===== config.mk =====
export PLATFORM = sky130hd
export DESIGN_NAME = dcc_channel
export DESIGN_NICKNAME = d
export VERILOG_FILES = /design/src/hdl/dcc_pkg.sv /design/src/hdl/dcc_channel.sv
export SDC_FILE = /design/constraint.sdc
export NUM_CORES = 1
export LEC_CHECK = 0
export BUFFER_PORTS_ARGS = -buffer_cell sky130_fd_sc_hd__buf_2
export CAP_MARGIN = 20
export CORE_AREA = 2 2 202 204
export CTS_BUF_LIST = sky130_fd_sc_hd__clkbuf_16
export DETAILED_ROUTE_END_ITERATION = 7
export DIE_AREA = 0 0 204 206
export PLACE_DENSITY_LB_ADDON = 0.25
export SETUP_SLACK_MARGIN = 0.02
export SYNTH_ARGS = -nofsm -noshare
export SYNTH_HDL_FRONTEND = slang
export SYNTH_SLANG_ARGS = --single-unit

===== constraint.sdc =====
create_clock -name aclk -period 5.9 [get_ports aclk]
set_input_delay 0.295 -clock aclk [delete_from_list [all_inputs] [get_ports aclk]]
set_output_delay 0.295 -clock aclk [all_outputs]
set_load 0.005 [all_outputs]

===== src/hdl/dcc_pkg.sv =====
// dcc_pkg: constants, types and register map of one dma channel
// assumes an axi4-lite host and a simple req/ack memory port
package dcc_pkg;
    // *********************************************
    // register map
    // *********************************************
    localparam logic [31:0] REG_BASE   = 32'h50003634;
    localparam logic [31:0] OFF_DST_LO = 32'h50003634;
    localparam logic [31:0] OFF_DST_HI = 32'h50003636;
    localparam logic [31:0] OFF_IRQCNT = 32'h50003638;
    localparam logic [31:0] OFF_LEN    = 32'h5000363a;
    localparam logic [31:0] OFF_CTRL   = 32'h5000363c;
    localparam logic [31:0] OFF_IDX    = 32'h5000363e;
    // word index on the bus, byte address is four times it
    localparam logic [3:0] IX_DST_LO  = 4'((OFF_DST_LO - REG_BASE) >> 1);
    localparam logic [3:0] IX_DST_HI  = 4'((OFF_DST_HI - REG_BASE) >> 1);
    localparam logic [3:0] IX_IRQCNT  = 4'((OFF_IRQCNT - REG_BASE) >> 1);
    localparam logic [3:0] IX_LEN     = 4'((OFF_LEN - REG_BASE) >> 1);
    localparam logic [3:0] IX_CTRL    = 4'((OFF_CTRL - REG_BASE) >> 1);
    localparam logic [3:0] IX_IDX     = 4'((OFF_IDX - REG_BASE) >> 1);
    localparam logic [3:0] IX_IRQSTAT = 4'h6;
    localparam logic [3:0] IX_IRQCLR  = 4'h7;
    localparam logic [3:0] IX_IRQEN   = 4'h8;
    // *********************************************
    // control word fields
    // *********************************************
    localparam int CB_ON    = 0;
    localparam int CB_WIDTH = 1;
    localparam int CB_IRQEN = 3;
    localparam int CB_DREQ  = 4;
    localparam int CB_DINC  = 5;
    localparam int CB_SINC  = 6;
    localparam int CB_CIRC  = 7;
    localparam int CB_PRIO  = 8;
    localparam int CB_IDLE  = 11;
    localparam int CB_INIT  = 12;
    localparam int CB_SENSE = 13;
    localparam logic [15:0] CTRL_WMASK = 16'h3fff;
    localparam logic [15:0] RST_16     = 16'h0000;
    // *********************************************
    // interrupt bits, bus answers, arbitration
    // *********************************************
    localparam int IB_MATCH = 0;
    localparam int IB_DONE  = 1;
    localparam logic [1:0] RESP_OK  = 2'b00;
    localparam logic [1:0] RESP_ERR = 2'b10;
    localparam int NCH    = 4;
    localparam int OWN_CH = 3;
    typedef enum logic [1:0] {ST_IDLE, ST_READ, ST_WRITE, ST_GAP} dcc_state_e;
    typedef struct packed {
        logic        we;
        logic [1:0]  size;
        logic [31:0] addr;
        logic [31:0] wdata;
    } dcc_mem_s;
endpackage : dcc_pkg


===== src/hdl/dcc_channel.sv =====
// dcc_channel: one dma channel with its registers, arbitration and engine
// assumes a single clock, inputs synchronous to aclk, other channels'
// requests and priorities arriving as plain inputs
//
// Function
// - destination start built from two 16-bit halves
// - interrupt when match count equals index, pre-increment
// - match interrupt only with interrupt-allow bit set
// - transfer length plus one items moved
// - bit 13 picks level or rising-edge requests
// - bit 12 copies first source item everywhere
// - fill fetches source once; software sets dest increment
// - outside request mode, fill holds bus against other channels until done
// - bit 11 clear: back to back, bus locked
// - bit 11 set: idle cycle after each store
// - request mode ignores the blocking selection bit
// - highest three-bit priority wins the bus
// - equal priorities resolved by fixed ordering
// - equal priority: lower channel number wins
// - item index counts, forms addresses, clears at end
// - active bit clears at end unless circular
// - address steps 1, 2, 4 by width code
//
// Local design decision: the AXI4-Lite slave port.
`timescale 1ns/100ps
`default_nettype none
module dcc_channel
    import dcc_pkg::*;
(
    input  wire logic        aclk,
    input  wire logic        aresetn,
    input  wire logic [5:0]  awaddr,
    input  wire logic        awvalid,
    output logic             awready,
    input  wire logic [31:0] wdata,
    input  wire logic [3:0]  wstrb,
    input  wire logic        wvalid,
    output logic             wready,
    output logic [1:0]       bresp,
    output logic             bvalid,
    input  wire logic        bready,
    input  wire logic [5:0]  araddr,
    input  wire logic        arvalid,
    output logic             arready,
    output logic [31:0]      rdata,
    output logic [1:0]       rresp,
    output logic             rvalid,
    input  wire logic        rready,
    input  wire logic [31:0] src_start,
    input  wire logic        dreq,
    input  wire logic [3:0]  oth_req,
    input  wire logic [11:0] oth_prio,
    output logic             mem_req,
    output var dcc_mem_s     mem_cmd,
    input  wire logic        mem_ack,
    input  wire logic [31:0] mem_rdata,
    output logic             bus_lock,
    output logic             irq
);
    // *********************************************
    // declarations
    // *********************************************
    logic        awready_ff, wready_ff, bvalid_ff, arready_ff, rvalid_ff;
    logic [1:0]  bresp_ff, rresp_ff;
    logic [31:0] rdata_ff, nxt_rdata, wdat_ff;
    logic [1:0]  nxt_rresp;
    logic        aw_hold_ff, w_hold_ff, do_wr, nxt_aw_hold, nxt_w_hold;
    logic [3:0]  waddr_ff, wstrb_ff;
    logic [15:0] dst_lo_ff, dst_hi_ff, cnt_ff, len_ff, ctrl_ff, idx_ff;
    logic [1:0]  stat_ff, en_ff, set_ev, clr_ev, nxt_stat;
    logic        dreq_q_ff, pend_ff, trig, started, item_done, last;
    logic        win, irq_ff, mem_req_ff, bus_lock_ff;
    logic [3:0]  beat;
    logic [15:0] nxt_idx;
    logic [31:0] data_ff, nxt_data;
    dcc_state_e  state_ff, nxt_state;
    dcc_mem_s    mem_cmd_ff;
    logic        on, fill, dreqm, eff_idle, irqen;
    logic [2:0]  prio;
    logic [1:0]  item_w;

    assign on       = ctrl_ff[CB_ON];
    assign fill     = ctrl_ff[CB_INIT];
    assign dreqm    = ctrl_ff[CB_DREQ];
    assign eff_idle = ctrl_ff[CB_IDLE] & ~dreqm;
    assign irqen    = ctrl_ff[CB_IRQEN];
    assign prio     = ctrl_ff[CB_PRIO +: 3];
    assign item_w   = ctrl_ff[CB_WIDTH +: 2];
    assign last     = (idx_ff == len_ff);

    // byte-lane merge of a 16-bit register
    function automatic logic [15:0] merge16(input logic [15:0] old,
                                            input logic [31:0] d,
                                            input logic [3:0]  s);
        merge16 = {s[1] ? d[15:8] : old[15:8], s[0] ? d[7:0] : old[7:0]};
    endfunction : merge16

    // item address: start plus index scaled by width code
    function automatic logic [31:0] addr_of(input logic [31:0] start,
                                            input logic [15:0] ix,
                                            input logic        inc,
                                            input logic [1:0]  w);
        logic [31:0] off;
        off = {16'h0000, ix} << w;
        if (!inc || w == 2'b11) begin
            off = 32'h0000_0000; // reserved width code steps nothing
        end
        addr_of = start + off;
    endfunction : addr_of

    // *********************************************
    // axi4-lite write channel
    // *********************************************
    assign do_wr       = aw_hold_ff & w_hold_ff & ~bvalid_ff;
    assign nxt_aw_hold = (aw_hold_ff | (awvalid & awready_ff)) & ~do_wr;
    assign nxt_w_hold  = (w_hold_ff | (wvalid & wready_ff)) & ~do_wr;

    // address and data are held independently, answered once both are in
    always_ff @(posedge aclk) begin
        if (!aresetn) begin
            aw_hold_ff <= 1'b0;
            w_hold_ff  <= 1'b0;
            awready_ff <= 1'b0;
            wready_ff  <= 1'b0;
            bvalid_ff  <= 1'b0;
            bresp_ff   <= RESP_OK;
            waddr_ff   <= 4'h0;
            wstrb_ff   <= 4'h0;
            wdat_ff    <= 32'h0000_0000;
        end else begin
            aw_hold_ff <= nxt_aw_hold;
            w_hold_ff  <= nxt_w_hold;
            awready_ff <= ~nxt_aw_hold;
            wready_ff  <= ~nxt_w_hold;
            if (awvalid && awready_ff) begin
                waddr_ff <= awaddr[5:2];
            end
            if (wvalid && wready_ff) begin
                wdat_ff  <= wdata;
                wstrb_ff <= wstrb;
            end
            if (do_wr) begin
                bvalid_ff <= 1'b1;
                bresp_ff  <= (waddr_ff > IX_IRQEN || waddr_ff == IX_IDX) ? RESP_ERR : RESP_OK;
            end else if (bvalid_ff && bready) begin
                bvalid_ff <= 1'b0;
            end
        end
    end

    // *********************************************
    // axi4-lite read channel
    // *********************************************
    // read mux; the clear register reads as zero
    always_comb begin
        nxt_rdata = 32'h0000_0000;
        nxt_rresp = RESP_OK;
        case (araddr[5:2])
            IX_DST_LO:  nxt_rdata[15:0] = dst_lo_ff;
            IX_DST_HI:  nxt_rdata[15:0] = dst_hi_ff;
            IX_IRQCNT:  nxt_rdata[15:0] = cnt_ff;
            IX_LEN:     nxt_rdata[15:0] = len_ff;
            IX_CTRL:    nxt_rdata[15:0] = ctrl_ff;
            IX_IDX:     nxt_rdata[15:0] = idx_ff;
            IX_IRQSTAT: nxt_rdata[1:0]  = stat_ff;
            IX_IRQCLR:  nxt_rdata       = 32'h0000_0000;
            IX_IRQEN:   nxt_rdata[1:0]  = en_ff;
            default:    nxt_rresp       = RESP_ERR;
        endcase
    end

    // one read in flight, answered the cycle after it is taken
    always_ff @(posedge aclk) begin
        if (!aresetn) begin
            arready_ff <= 1'b0;
            rvalid_ff  <= 1'b0;
            rdata_ff   <= 32'h0000_0000;
            rresp_ff   <= RESP_OK;
        end else if (arvalid && arready_ff) begin
            arready_ff <= 1'b0;
            rvalid_ff  <= 1'b1;
            rdata_ff   <= nxt_rdata;
            rresp_ff   <= nxt_rresp;
        end else if (rvalid_ff && rready) begin
            rvalid_ff  <= 1'b0;
            arready_ff <= 1'b1;
        end else begin
            arready_ff <= ~rvalid_ff;
        end
    end

    // *********************************************
    // channel registers
    // *********************************************
    // software write wins over the hardware clear of the active bit
    always_ff @(posedge aclk) begin
        if (!aresetn) begin
            dst_lo_ff <= RST_16;
            dst_hi_ff <= RST_16;
            cnt_ff    <= RST_16;
            len_ff    <= RST_16;
            ctrl_ff   <= RST_16;
            en_ff     <= 2'b00;
        end else begin
            if (item_done && last && !ctrl_ff[CB_CIRC]) begin
                ctrl_ff[CB_ON] <= 1'b0;
            end
            if (do_wr) begin
                case (waddr_ff)
                    IX_DST_LO: dst_lo_ff <= merge16(dst_lo_ff, wdat_ff, wstrb_ff);
                    IX_DST_HI: dst_hi_ff <= merge16(dst_hi_ff, wdat_ff, wstrb_ff);
                    IX_IRQCNT: cnt_ff    <= merge16(cnt_ff, wdat_ff, wstrb_ff);
                    IX_LEN:    len_ff    <= merge16(len_ff, wdat_ff, wstrb_ff);
                    IX_CTRL:   ctrl_ff   <= merge16(ctrl_ff, wdat_ff, wstrb_ff) & CTRL_WMASK;
                    IX_IRQEN:  en_ff     <= wstrb_ff[0] ? wdat_ff[1:0] : en_ff;
                    default:   ;
                endcase
            end
        end
    end

    // *********************************************
    // interrupt status: sticky, set wins over clear
    // *********************************************
    assign set_ev[IB_MATCH] = item_done & irqen & (cnt_ff == idx_ff);
    assign set_ev[IB_DONE]  = item_done & irqen & last;
    assign clr_ev   = (do_wr && waddr_ff == IX_IRQCLR && wstrb_ff[0]) ? wdat_ff[1:0] : 2'b00;
    assign nxt_stat = (stat_ff & ~clr_ev) | set_ev;

    always_ff @(posedge aclk) begin
        if (!aresetn) begin
            stat_ff <= 2'b00;
            irq_ff  <= 1'b0;
        end else begin
            stat_ff <= nxt_stat;
            irq_ff  <= |(nxt_stat & en_ff);
        end
    end

    // *********************************************
    // peripheral request sensing
    // *********************************************
    // a rise seen while the pending flag is consumed is kept
    always_ff @(posedge aclk) begin
        if (!aresetn) begin
            dreq_q_ff <= 1'b0;
            pend_ff   <= 1'b0;
        end else begin
            dreq_q_ff <= dreq;
            pend_ff   <= (pend_ff & ~started) | (dreq & ~dreq_q_ff);
        end
    end
    assign trig = ctrl_ff[CB_SENSE] ? pend_ff : dreq;

    // *********************************************
    // arbitration against the other channels
    // *********************************************
    genvar j;
    generate
        for (j = 0; j < NCH; j++) begin : g_arb
            // a channel beats us on higher value, or equal value and lower number
            assign beat[j] = (j != OWN_CH) && oth_req[j] &&
                             ((oth_prio[3*j +: 3] > prio) ||
                              (oth_prio[3*j +: 3] == prio && j < OWN_CH));
        end
    endgenerate
    assign win = ~|beat;

    // *********************************************
    // transfer engine
    // *********************************************
    // arbitration only happens from idle; outside request mode, fill and blocking
    // runs never return there mid-transfer, so nobody can preempt them
    always_comb begin
        nxt_state = state_ff;
        nxt_idx   = idx_ff;
        started   = 1'b0;
        item_done = 1'b0;
        nxt_data  = data_ff;
        case (state_ff)
            ST_IDLE: begin
                if (!on) begin
                    nxt_idx = 16'h0000;
                end else if ((!dreqm || trig) && win) begin
                    started   = 1'b1;
                    nxt_state = (fill && idx_ff != 16'h0000) ? ST_WRITE : ST_READ;
                end
            end
            ST_READ: begin
                if (mem_ack) begin
                    nxt_data  = mem_rdata;
                    nxt_state = ST_WRITE;
                end
            end
            ST_WRITE: begin
                if (mem_ack) begin
                    item_done = 1'b1;
                    nxt_idx   = last ? 16'h0000 : 16'(idx_ff + 16'h0001);
                    if (last || !on || dreqm) begin
                        nxt_state = ST_IDLE;
                    end else if (eff_idle) begin
                        nxt_state = ST_GAP;
                    end else if (fill) begin
                        nxt_state = ST_WRITE;
                    end else begin
                        nxt_state = ST_READ;
                    end
                end
            end
            ST_GAP: begin
                nxt_state = (fill && on) ? ST_WRITE : ST_IDLE;
            end
            default: nxt_state = ST_IDLE;
        endcase
    end

    always_ff @(posedge aclk) begin
        if (!aresetn) begin
            state_ff <= ST_IDLE;
            idx_ff   <= RST_16;
            data_ff  <= 32'h0000_0000;
        end else begin
            state_ff <= nxt_state;
            idx_ff   <= nxt_idx;
            data_ff  <= nxt_data;
        end
    end

    // memory command registered from the next state and index
    always_ff @(posedge aclk) begin
        if (!aresetn) begin
            mem_req_ff  <= 1'b0;
            mem_cmd_ff  <= '0;
            bus_lock_ff <= 1'b0;
        end else begin
            mem_req_ff       <= (nxt_state == ST_READ) || (nxt_state == ST_WRITE);
            mem_cmd_ff.we    <= (nxt_state == ST_WRITE);
            mem_cmd_ff.size  <= item_w;
            mem_cmd_ff.wdata <= nxt_data;
            mem_cmd_ff.addr  <= (nxt_state == ST_WRITE) ?
                                addr_of({dst_hi_ff, dst_lo_ff}, nxt_idx, ctrl_ff[CB_DINC], item_w) :
                                addr_of(src_start, nxt_idx, ctrl_ff[CB_SINC] & ~fill, item_w);
            bus_lock_ff      <= (nxt_state != ST_IDLE) && !eff_idle;
        end
    end

    assign awready  = awready_ff;
    assign wready   = wready_ff;
    assign bvalid   = bvalid_ff;
    assign bresp    = bresp_ff;
    assign arready  = arready_ff;
    assign rvalid   = rvalid_ff;
    assign rdata    = rdata_ff;
    assign rresp    = rresp_ff;
    assign mem_req  = mem_req_ff;
    assign mem_cmd  = mem_cmd_ff;
    assign bus_lock = bus_lock_ff;
    assign irq      = irq_ff;
endmodule : dcc_channel
`default_nettype wire


### After elaboration in Yosys (flattened, before gate mapping)

Index checks and enable logic that the tools add are counted.
W data, S select, Z words.

| storage, ports and cells | value |
|---|---|
| flip-flop bits (word level) | 221 |
| input bits | 137 |
| output and inout port bits | 111 |

| cells by class | value |
|---|---|
| $add $sub $neg | 3 |
| magnitude comparators | 4 |
| equal/unequal tests | 27 |
| shift operators | 1 |
| multiplexer cells | 41 |
| bitwise operators | 30 |
| reduce and logical (&&, ||, !) cells | 56 |

Operators with widths:

| kind | count |
|---|---|
| $mux W32 | 7 |
| $pmux W14 S6 | 1 |
| $add A32 B32 Y32 | 2 |
| $mux W16 | 3 |
| $reduce_and A3 Y1 | 11 |
| $eq A16 B16 Y1 | 2 |
| $pmux W16 S2 | 1 |
| $shl A16 B2 Y32 | 1 |
| $eq A4 B3 Y1 const B | 7 |
| $mux W2 | 12 |
| $add A16 B1 Y16 const B | 1 |
| $eq A4 B2 Y1 const B | 4 |
| $logic_and A1 B1 Y1 | 16 |
| $pmux W2 S8 | 1 |
| $reduce_bool A16 Y1 | 1 |
| $mux W1 | 15 |
| $and A1 B1 Y1 | 13 |
| $logic_or A1 B1 Y1 | 10 |
| $not A1 Y1 | 10 |
| $eq A3 B3 Y1 | 3 |
| $gt A3 B3 Y1 | 3 |
| $reduce_or A9 Y1 | 1 |
| $eq A2 B2 Y1 const B | 4 |
| $eq A4 B1 Y1 const B | 2 |
| 16 further kinds | 31 |

### Logic depth before layout (Yosys ltp)

Gate-level depths: netlist (run 1).

| logic depth | value |
|---|---|
| depth after elaboration | 12 |
| depth in mapped cells | 19 |

### Least setup slack after synthesis (run 1)

Ideal clock, no wire load.

| path | value |
|---|---|
| kind | register to register |
| start point | reg idx_ff[7] |
| end point | reg mem_cmd_ff, in the netlist mem_cmd[63] |
| setup time | 127 ps |
| arrival | 3,972 ps |
| data required time | 5,773 ps |
| path slack | 1,801 ps |
| cell stages (with the launch flop) | 19 |
| buffers on the path | 4 |
| period minus slack after synthesis | 4,099 ps |
| cell sequence | dfxtp_1 > buf_2 > xor2_1 > nor4_1 > and4_1 > buf_2 > buf_4 > a211oi_1 > o22a_1 > a221o_1 > ha_1 > clkbuf_1 > nand4_1 > nor2_1 > o211ai_1 > a31oi_1 > o2111ai_1 > and3_1 > or3_1 |

| on the way | value |
|---|---|
| word-level cells in the longest chain between the ends | 9 |
| elaborated cells between the ends (all ways) | 25 |
| classes of those cells | add/sub (3); eq/ne (2); shift (1); mux (15); reduce/logical (4) |

Ends and longest elaborated chain:

| element | line | source |
|---|---|---|
| start, declared | dcc_channel.sv:69 | `logic [15:0] dst_lo_ff, dst_hi_ff, cnt_ff, len_ff, ctrl_ff, idx_ff;` |
| start signal, assigned | dcc_channel.sv:324 | `idx_ff <= nxt_idx;` |
| $add A16 B1 Y16 or $eq A16 B16 Y1 (tied branches) | dcc_channel.sv:298, dcc_channel.sv:89 |  |
| $mux W16 | dcc_channel.sv:298 | `nxt_idx = last ? 16'h0000 : 16'(idx_ff + 16'h0001);` |
| $mux W16 | dcc_channel.sv:296 | `if (mem_ack) begin` |
| $pmux W16 S2 | dcc_channel.sv:280 | `case (state_ff)` |
| $shl A16 B2 Y32 | dcc_channel.sv:104 | `off = {16'h0000, ix} << w;` |
| $mux W32 | dcc_channel.sv:105 | `if (!inc \|\| w == 2'b11) begin` |
| $mux W32 | dcc_channel.sv:331 | `if (!aresetn) begin` |
| $add A32 B32 Y32 | dcc_channel.sv:108 | `addr_of = start + off;` |
| $mux W32 (*) | dcc_channel.sv:340 | `mem_cmd_ff.addr <= (nxt_state == ST_WRITE) ?` |
| end, declared | dcc_channel.sv:77 | `dcc_mem_s mem_cmd_ff;` |

Every way passes the cells marked *; elsewhere a longest branch is shown, timed or not. The select of a mux whose other input is x is not followed.
A chain may end at the register's enable or synchronous reset.

### Final worst setup path (run 1)

| path | value |
|---|---|
| start point | reg idx_ff[0] |
| end point | reg mem_cmd_ff, in the netlist mem_cmd[63] |

The elaborated chain is that of the path after synthesis.

==> metrics, run 1 <==
drt wl/cell 19.17 um; vias 12520; post-CTS setup buffer count 0; gr busiest metal met2; DRT iter0 DRCs 998; Die ar. 0.04202 mm2; RSZ-0062 raised after global routing false; Final Max Tran Viols 0; Root Driver clkbuf_16; Cells after Synth 1557; post-synthesis sequential area ratio 34.64%; Syn. warnings 0; final hold viol count 0; period utilization 85.72%; Tot Pwr 0.003515 W; initial antenna violation count 1; final worst clock skew 0.03442 ns; FILL cells 4151; Worst Path Buf+Inv 1; Final Setup Violations 0; Worst-Margin Slew 1.090 ns; max incr delay on CP 0.65 ns; leakage power 6.723 nW; crit path max-delay cell type a31oi_1; most frequent cells in the layout dfxtp_1, nand2_1, buf_2, nor2_1, a21oi_1; GRT overflow 0; Final Critical Period 5.058 ns; Synth-to-Final Area Change 23.85%; sum of negative setup slack 0 ns; commonest non-fill, non-tap cell in the layout dfxtp_1; min-delay worst type in2reg; Gates resized, CTS repair 0; vias in the first global route 11480; CP max FO 11; Max Cap Viol 0; H-tree levels 1; Post-CTS Hold Buffers 57; GP Congestion 0.9484; distinct cell type count after synthesis 90; WP data required 6.36 ns; CTS clk-pin slew, worst paths 0.06 ns; cell family with the largest share of critical-path delay simple AND/OR/NAND/NOR gates; post-DP HPWL 33620 um; largest net degree at the start of global routing 94; post-layout util 39.01%; Pwr per Cell Area 224.2 mW/mm2; async set-or-reset flop fraction in the synthesized netlist 0%; setup ws final 0.8424 ns; Synth Register Bits 219; worst r2r dst mem_cmd[63]; met2 Use GR 32.28%; CP Class reg2reg; GR Util met3 3.154%; CTS tree built; Global Route Usage Sum 20.43%; Die X 204 um; final WL 44970 um; FMAX 0.1977 GHz; via-per-instance ratio 5.336; crit path cell chain buf_4 -> xor2_1 -> nor4_1 -> and4_1 -> nor4_1 -> o22ai_1 -> nor2_1 -> a221o_1 -> ha_1 -> nand4_1 -> nor2_1 -> nand3b_1 -> a31oi_1 -> o2111ai_1 -> and3_1 -> or3_1; Routed Antenna Nets 0; number of synthesized flops with an enable pin 0; Final Net Count 1983; DRC 0; Ports 248; Max transition margin 27.08%; Core Region 0.04018 mm2; drt pass-1 iters 5; worst reg2reg startpoint idx_ff[0]; outcome complete, no violations; CP Depth 16; Mean Syn Cell Area 8.129 um2; share of cells above drive strength 1 17.32%; Initial Util 31.50%; Worst Setup End Kind flip-flop; Longest Clk Path Bufs 3; end of the critical path mem_cmd[63]; Setup crit start idx_ff[0]; reg-to-reg setup timing slack 0.84 ns; R2R cell count 16; met1 Use GR 27.76%; Std-Cell Rows 74; Skew-Pair Late Insertion Delay 0.58 ns; Die Ht 206 um; dominant synthesized flop cell dfxtp_1; critical path arrival 5.52 ns; clock sink count 219; first-pass GRT wire length 66700 um; hold path startpoint arvalid; VDD IR max 0.0002025 V; PortBufs 203; synthesized area 0.01266 mm2; TritonCTS Buffers 27; Placement Setup Slack 0.9437 ns; Worst setup SP type flip-flop
[kinds of logic after synthesis]
family	share of synthesized area [%]
multiplexers	7.651
AND/OR/NAND/NOR	21.28
XOR/XNOR	4.982
other	0.02963
adder cells (fa/ha/maj)	5.358
flip-flops	34.64
buffers and inverters	5.378
AO/OA/AOI/OAI	20.68
[report_power, final]
| group | total (W) | internal (W) | switching (W) |
|---|---|---|---|
| Clock | 0.00176 | 0.00106 | 0.000701 |
| Sequential | 0.00153 | 0.00150 | 0.0000268 |
| Combinational | 0.000225 | 0.000102 | 0.000123 |
| Total | 0.00351 | 0.00266 | 0.000850 |
[Yosys cell counts, types with 20 or more instances]
library cell / n / area, um2
a211oi_1: 20 / 150.1
a21o_1: 20 / 150.1
a21oi_1: 116 / 580.6
a22oi_1: 29 / 217.7
and3_1: 24 / 150.1
buf_4: 21 / 157.7
clkbuf_1: 66 / 247.7
dfxtp_1: 219 / 4384
ha_1: 51 / 638.1
inv_1: 38 / 142.6
mux2i_1: 90 / 900.9
nand2_1: 207 / 777.0
nand3_1: 30 / 150.1
nand4_1: 21 / 131.4
nor2_1: 167 / 626.9
nor3_1: 30 / 150.1
o21ai_0: 61 / 305.3
xnor2_1: 28 / 245.2
xor2_1: 44 / 385.4
[flip-flops by register name, indices dropped and copies added, names as in the netlist, 4 cells and up]
signal,cells
cnt_ff,16
ctrl_ff,14
dst_hi_ff,16
dst_lo_ff,16
idx_ff,16
len_ff,16
mem_cmd,67
rdata,16
waddr_ff,4
wdat_ff,16
[worst min-delay path by stage]
stage	endpoint	cells after the start	slack, ns
finish	rvalid	3	0.02
global route	waddr_ff[2]	3	0.04
detailed placement	rdata[12]	2	0.44
CTS	rvalid	3	0.002
floorplan	dreq_q_ff	1	0.42
global placement	rresp[1]	2	0.43
[worst min-delay path, cell delays in order]
cell	delay, ns
buf_2	0.10
nand2_1	0.09
a21oi_1	0.06
[cell type report]
type                    instances  area [um2]  area share, %
diodes                          1       2.502        0.01596
clock buffers                  27       675.6          4.310
clock inverters                22       256.5          1.636
inverters                      38       145.1         0.9258
multi-input cells            1209        7675          48.96
flip-flops and latches        219        4384          27.97
well taps                     532       665.6          4.246
repair buffers                298        1872          11.94
[through the flow]
stage | area (um2) | hold slack [ns] | std cells
finish | 15680 | 0.02215 | 2346
global route | 15680 | 0.03733 | 2346
CTS | 15670 | 0.001525 | 2345
detailed placement | 14170 | 0.4422 | 2239
global placement | 14170 | 0.4264 | 2239
floorplan | 12730 | 0.4167 | 1576
[routing by layer]
metal | routed length [um] | up-vias
met4 | 1717 | 0
met1 | 20070 | 5963
met2 | 20210 | 434
met3 | 2973 | 87
li1 | - | 6035
met5 | 0 | -
Power figures use the tool's default switching activity.
==> inputs of run 2 (changes only) <==
Settings changed: CORE_AREA 2 2 202 204 to 2 2 171 173, DIE_AREA 0 0 204 206 to 0 0 173 175.
Clock period 5.9 ns to 6.2 ns, I/O delays scaled along.
==> run 2 against run 1 <==
  * Hold slack worse by 0.013 ns
  * Critical path depth fell by 1
  * Via count down 1.0%
  * Clock-buffer cell count down 2
  * Critical path type unchanged
  * Largest power group is now registers
  * Highest routed layer unchanged
==> metrics, run 2 (synthesized netlist as in run 1, its figures left out) <==
final non-filler cell total 2134; largest net degree at the start of global routing 144; Synth-to-Final Area Change 16.64%; TritonCTS Buffers 25; commonest non-fill, non-tap cell in the layout dfxtp_1; via-per-instance ratio 5.806; Ports 248; Root Driver clkbuf_16; crit path cell chain xor2_1 -> nor4_1 -> and4_1 -> a21oi_1 -> a2111oi_0 -> o31ai_1 -> and2_1 -> ha_1 -> o21ai_0 -> a21oi_1 -> o311ai_0 -> nand4_1 -> nand4_1 -> xor2_1 -> o22ai_1; critical path arrival 5.70 ns; Pwr per Cell Area 203.6 mW/mm2; Die Ht 175 um; CTS clk-pin slew, worst paths 0.06 ns; Final Max Tran Viols 0; min-delay worst type in2reg; crit path max-delay cell type o311ai_0; Setup crit start idx_ff[15]; Worst setup SP type flip-flop; vias in the first global route 11440; Placement Setup Slack 0.9188 ns; Max transition margin 25.05%; most frequent cells in the layout dfxtp_1, nand2_1, buf_2, nor2_1, a21oi_1; first-pass GRT wire length 63500 um; CP Class reg2reg; H-tree levels 1; sum of negative setup slack 0 ns; drt pass-1 iters 6; GP Congestion 0.9796; DRC 0; RSZ-0062 raised after global routing false; CTS tree built; Skew-Pair Late Insertion Delay 0.54 ns; max reg flops 67; Max Cap Viol 0; Gates resized, CTS repair 0; Routed Antenna Nets 0; Die X 173 um; Initial Util 44.58%; PortBufs 203; Final Setup Violations 0; CP max FO 15; share of cells above drive strength 1 16.91%; DRT iter0 DRCs 1232; drt wl/cell 19.35 um; initial antenna violation count 0; final worst clock skew 0.01327 ns; hold path startpoint wstrb[1]; setup ws final 0.8995 ns; leakage power 6.403 nW; final hold viol count 0; final WL 41290 um; Std-Cell Rows 62; FMAX 0.1887 GHz; Longest Clk Path Bufs 3; outcome complete, no violations; Final Critical Period 5.300 ns; worst reg2reg startpoint idx_ff[15]; post-DP HPWL 30440 um; period utilization 85.49%; VDD IR max 0.0001674 V; Global Route Usage Sum 26.22%; Placed Instances 2080; max incr delay on CP 0.70 ns; Worst-Margin Slew 1.120 ns; Die ar. 0.03028 mm2; GRT overflow 0; clock sink count 219; Worst Setup End Kind flip-flop; Core Region 0.02839 mm2; Final Net Count 1923; WP data required 6.60 ns; Antenna Cells 0; Hold WS 0.008968 ns; vias 12390
## run 2: cell types whose count changed in the layout (fill, tap and decap cells not counted), moves of 2 or more
cell           delta
inv_6             -2
clkbuf_16         -2
clkinvlp_4        -3
clkinv_2          +4
dlygate4sd3_1    -47
buf_4            -12
clkinv_1          +2
bufinv_16         -4
## run 2: critical path, delay by kind of cell, from the launching register on
kind | cells | cell delay, ns
flip-flops | 1 | 0.50
XOR/XNOR | 2 | 0.36
AO/OA/AOI/OAI | 7 | 2.06
AND/OR/NAND/NOR | 5 | 1.91
adder cells (fa/ha/maj) | 1 | 0.35
## run 2: final timing paths
kind              slack [ns]          end  depth (start not counted)
setup reg to reg        0.90  mem_cmd[60]                         15
hold reg to reg         0.44     rresp[1]                          2
hold / removal         0.009  wstrb_ff[1]                          3
setup / recovery        0.90  mem_cmd[60]                         15
## run 2: stage by stage
step | cell area (um2) | power (W) | util (%)
floorplan | 12730 | 0.001588 | -
global placement | 13920 | 0.001665 | 49.03
detailed placement | 13920 | 0.001667 | 49.03
CTS | 14760 | 0.003035 | 52.00
global route | 14760 | 0.003120 | 52.00
finish | 14760 | 0.003006 | 52.00
## run 2: area by class of cell
class                      instances  area [um2]
fill                            2769       13630
clock buffer                      25       625.6
timing repair buffer             240        1331
sequential                       219        4384
multi-input combinational       1209        7680
clock inverter                    19       116.4
tap                              384       480.5
inverter                          38       145.1
## run 2: where the power goes
part | leakage (nW) | total [W] | switching (W) | internal, W
Sequential | 1.78 | 0.00146 | 0.0000251 | 0.00143
Clock | 0.387 | 0.00136 | 0.000591 | 0.000770
Combinational | 4.24 | 0.000189 | 0.000110 | 0.0000784
## run 2: metal layers
| layer | part of all wire [%] | GRT usage (%) | vias up |
|---|---|---|---|
| li1 | - | - | 5915 |
| met3 | 8.1 | 4.504 | 93 |
| met5 | 0 | 0 | - |
| met2 | 45 | 42.35 | 550 |
| met1 | 43 | 34.84 | 5831 |
| met4 | 3.9 | 10.52 | 0 |
## run 2: what timing repair did
action,CTS,global route
hold endpoints to repair,10,0
setup endpoints to repair,0,0
hold buffers,10,0
buffers inserted,0,0
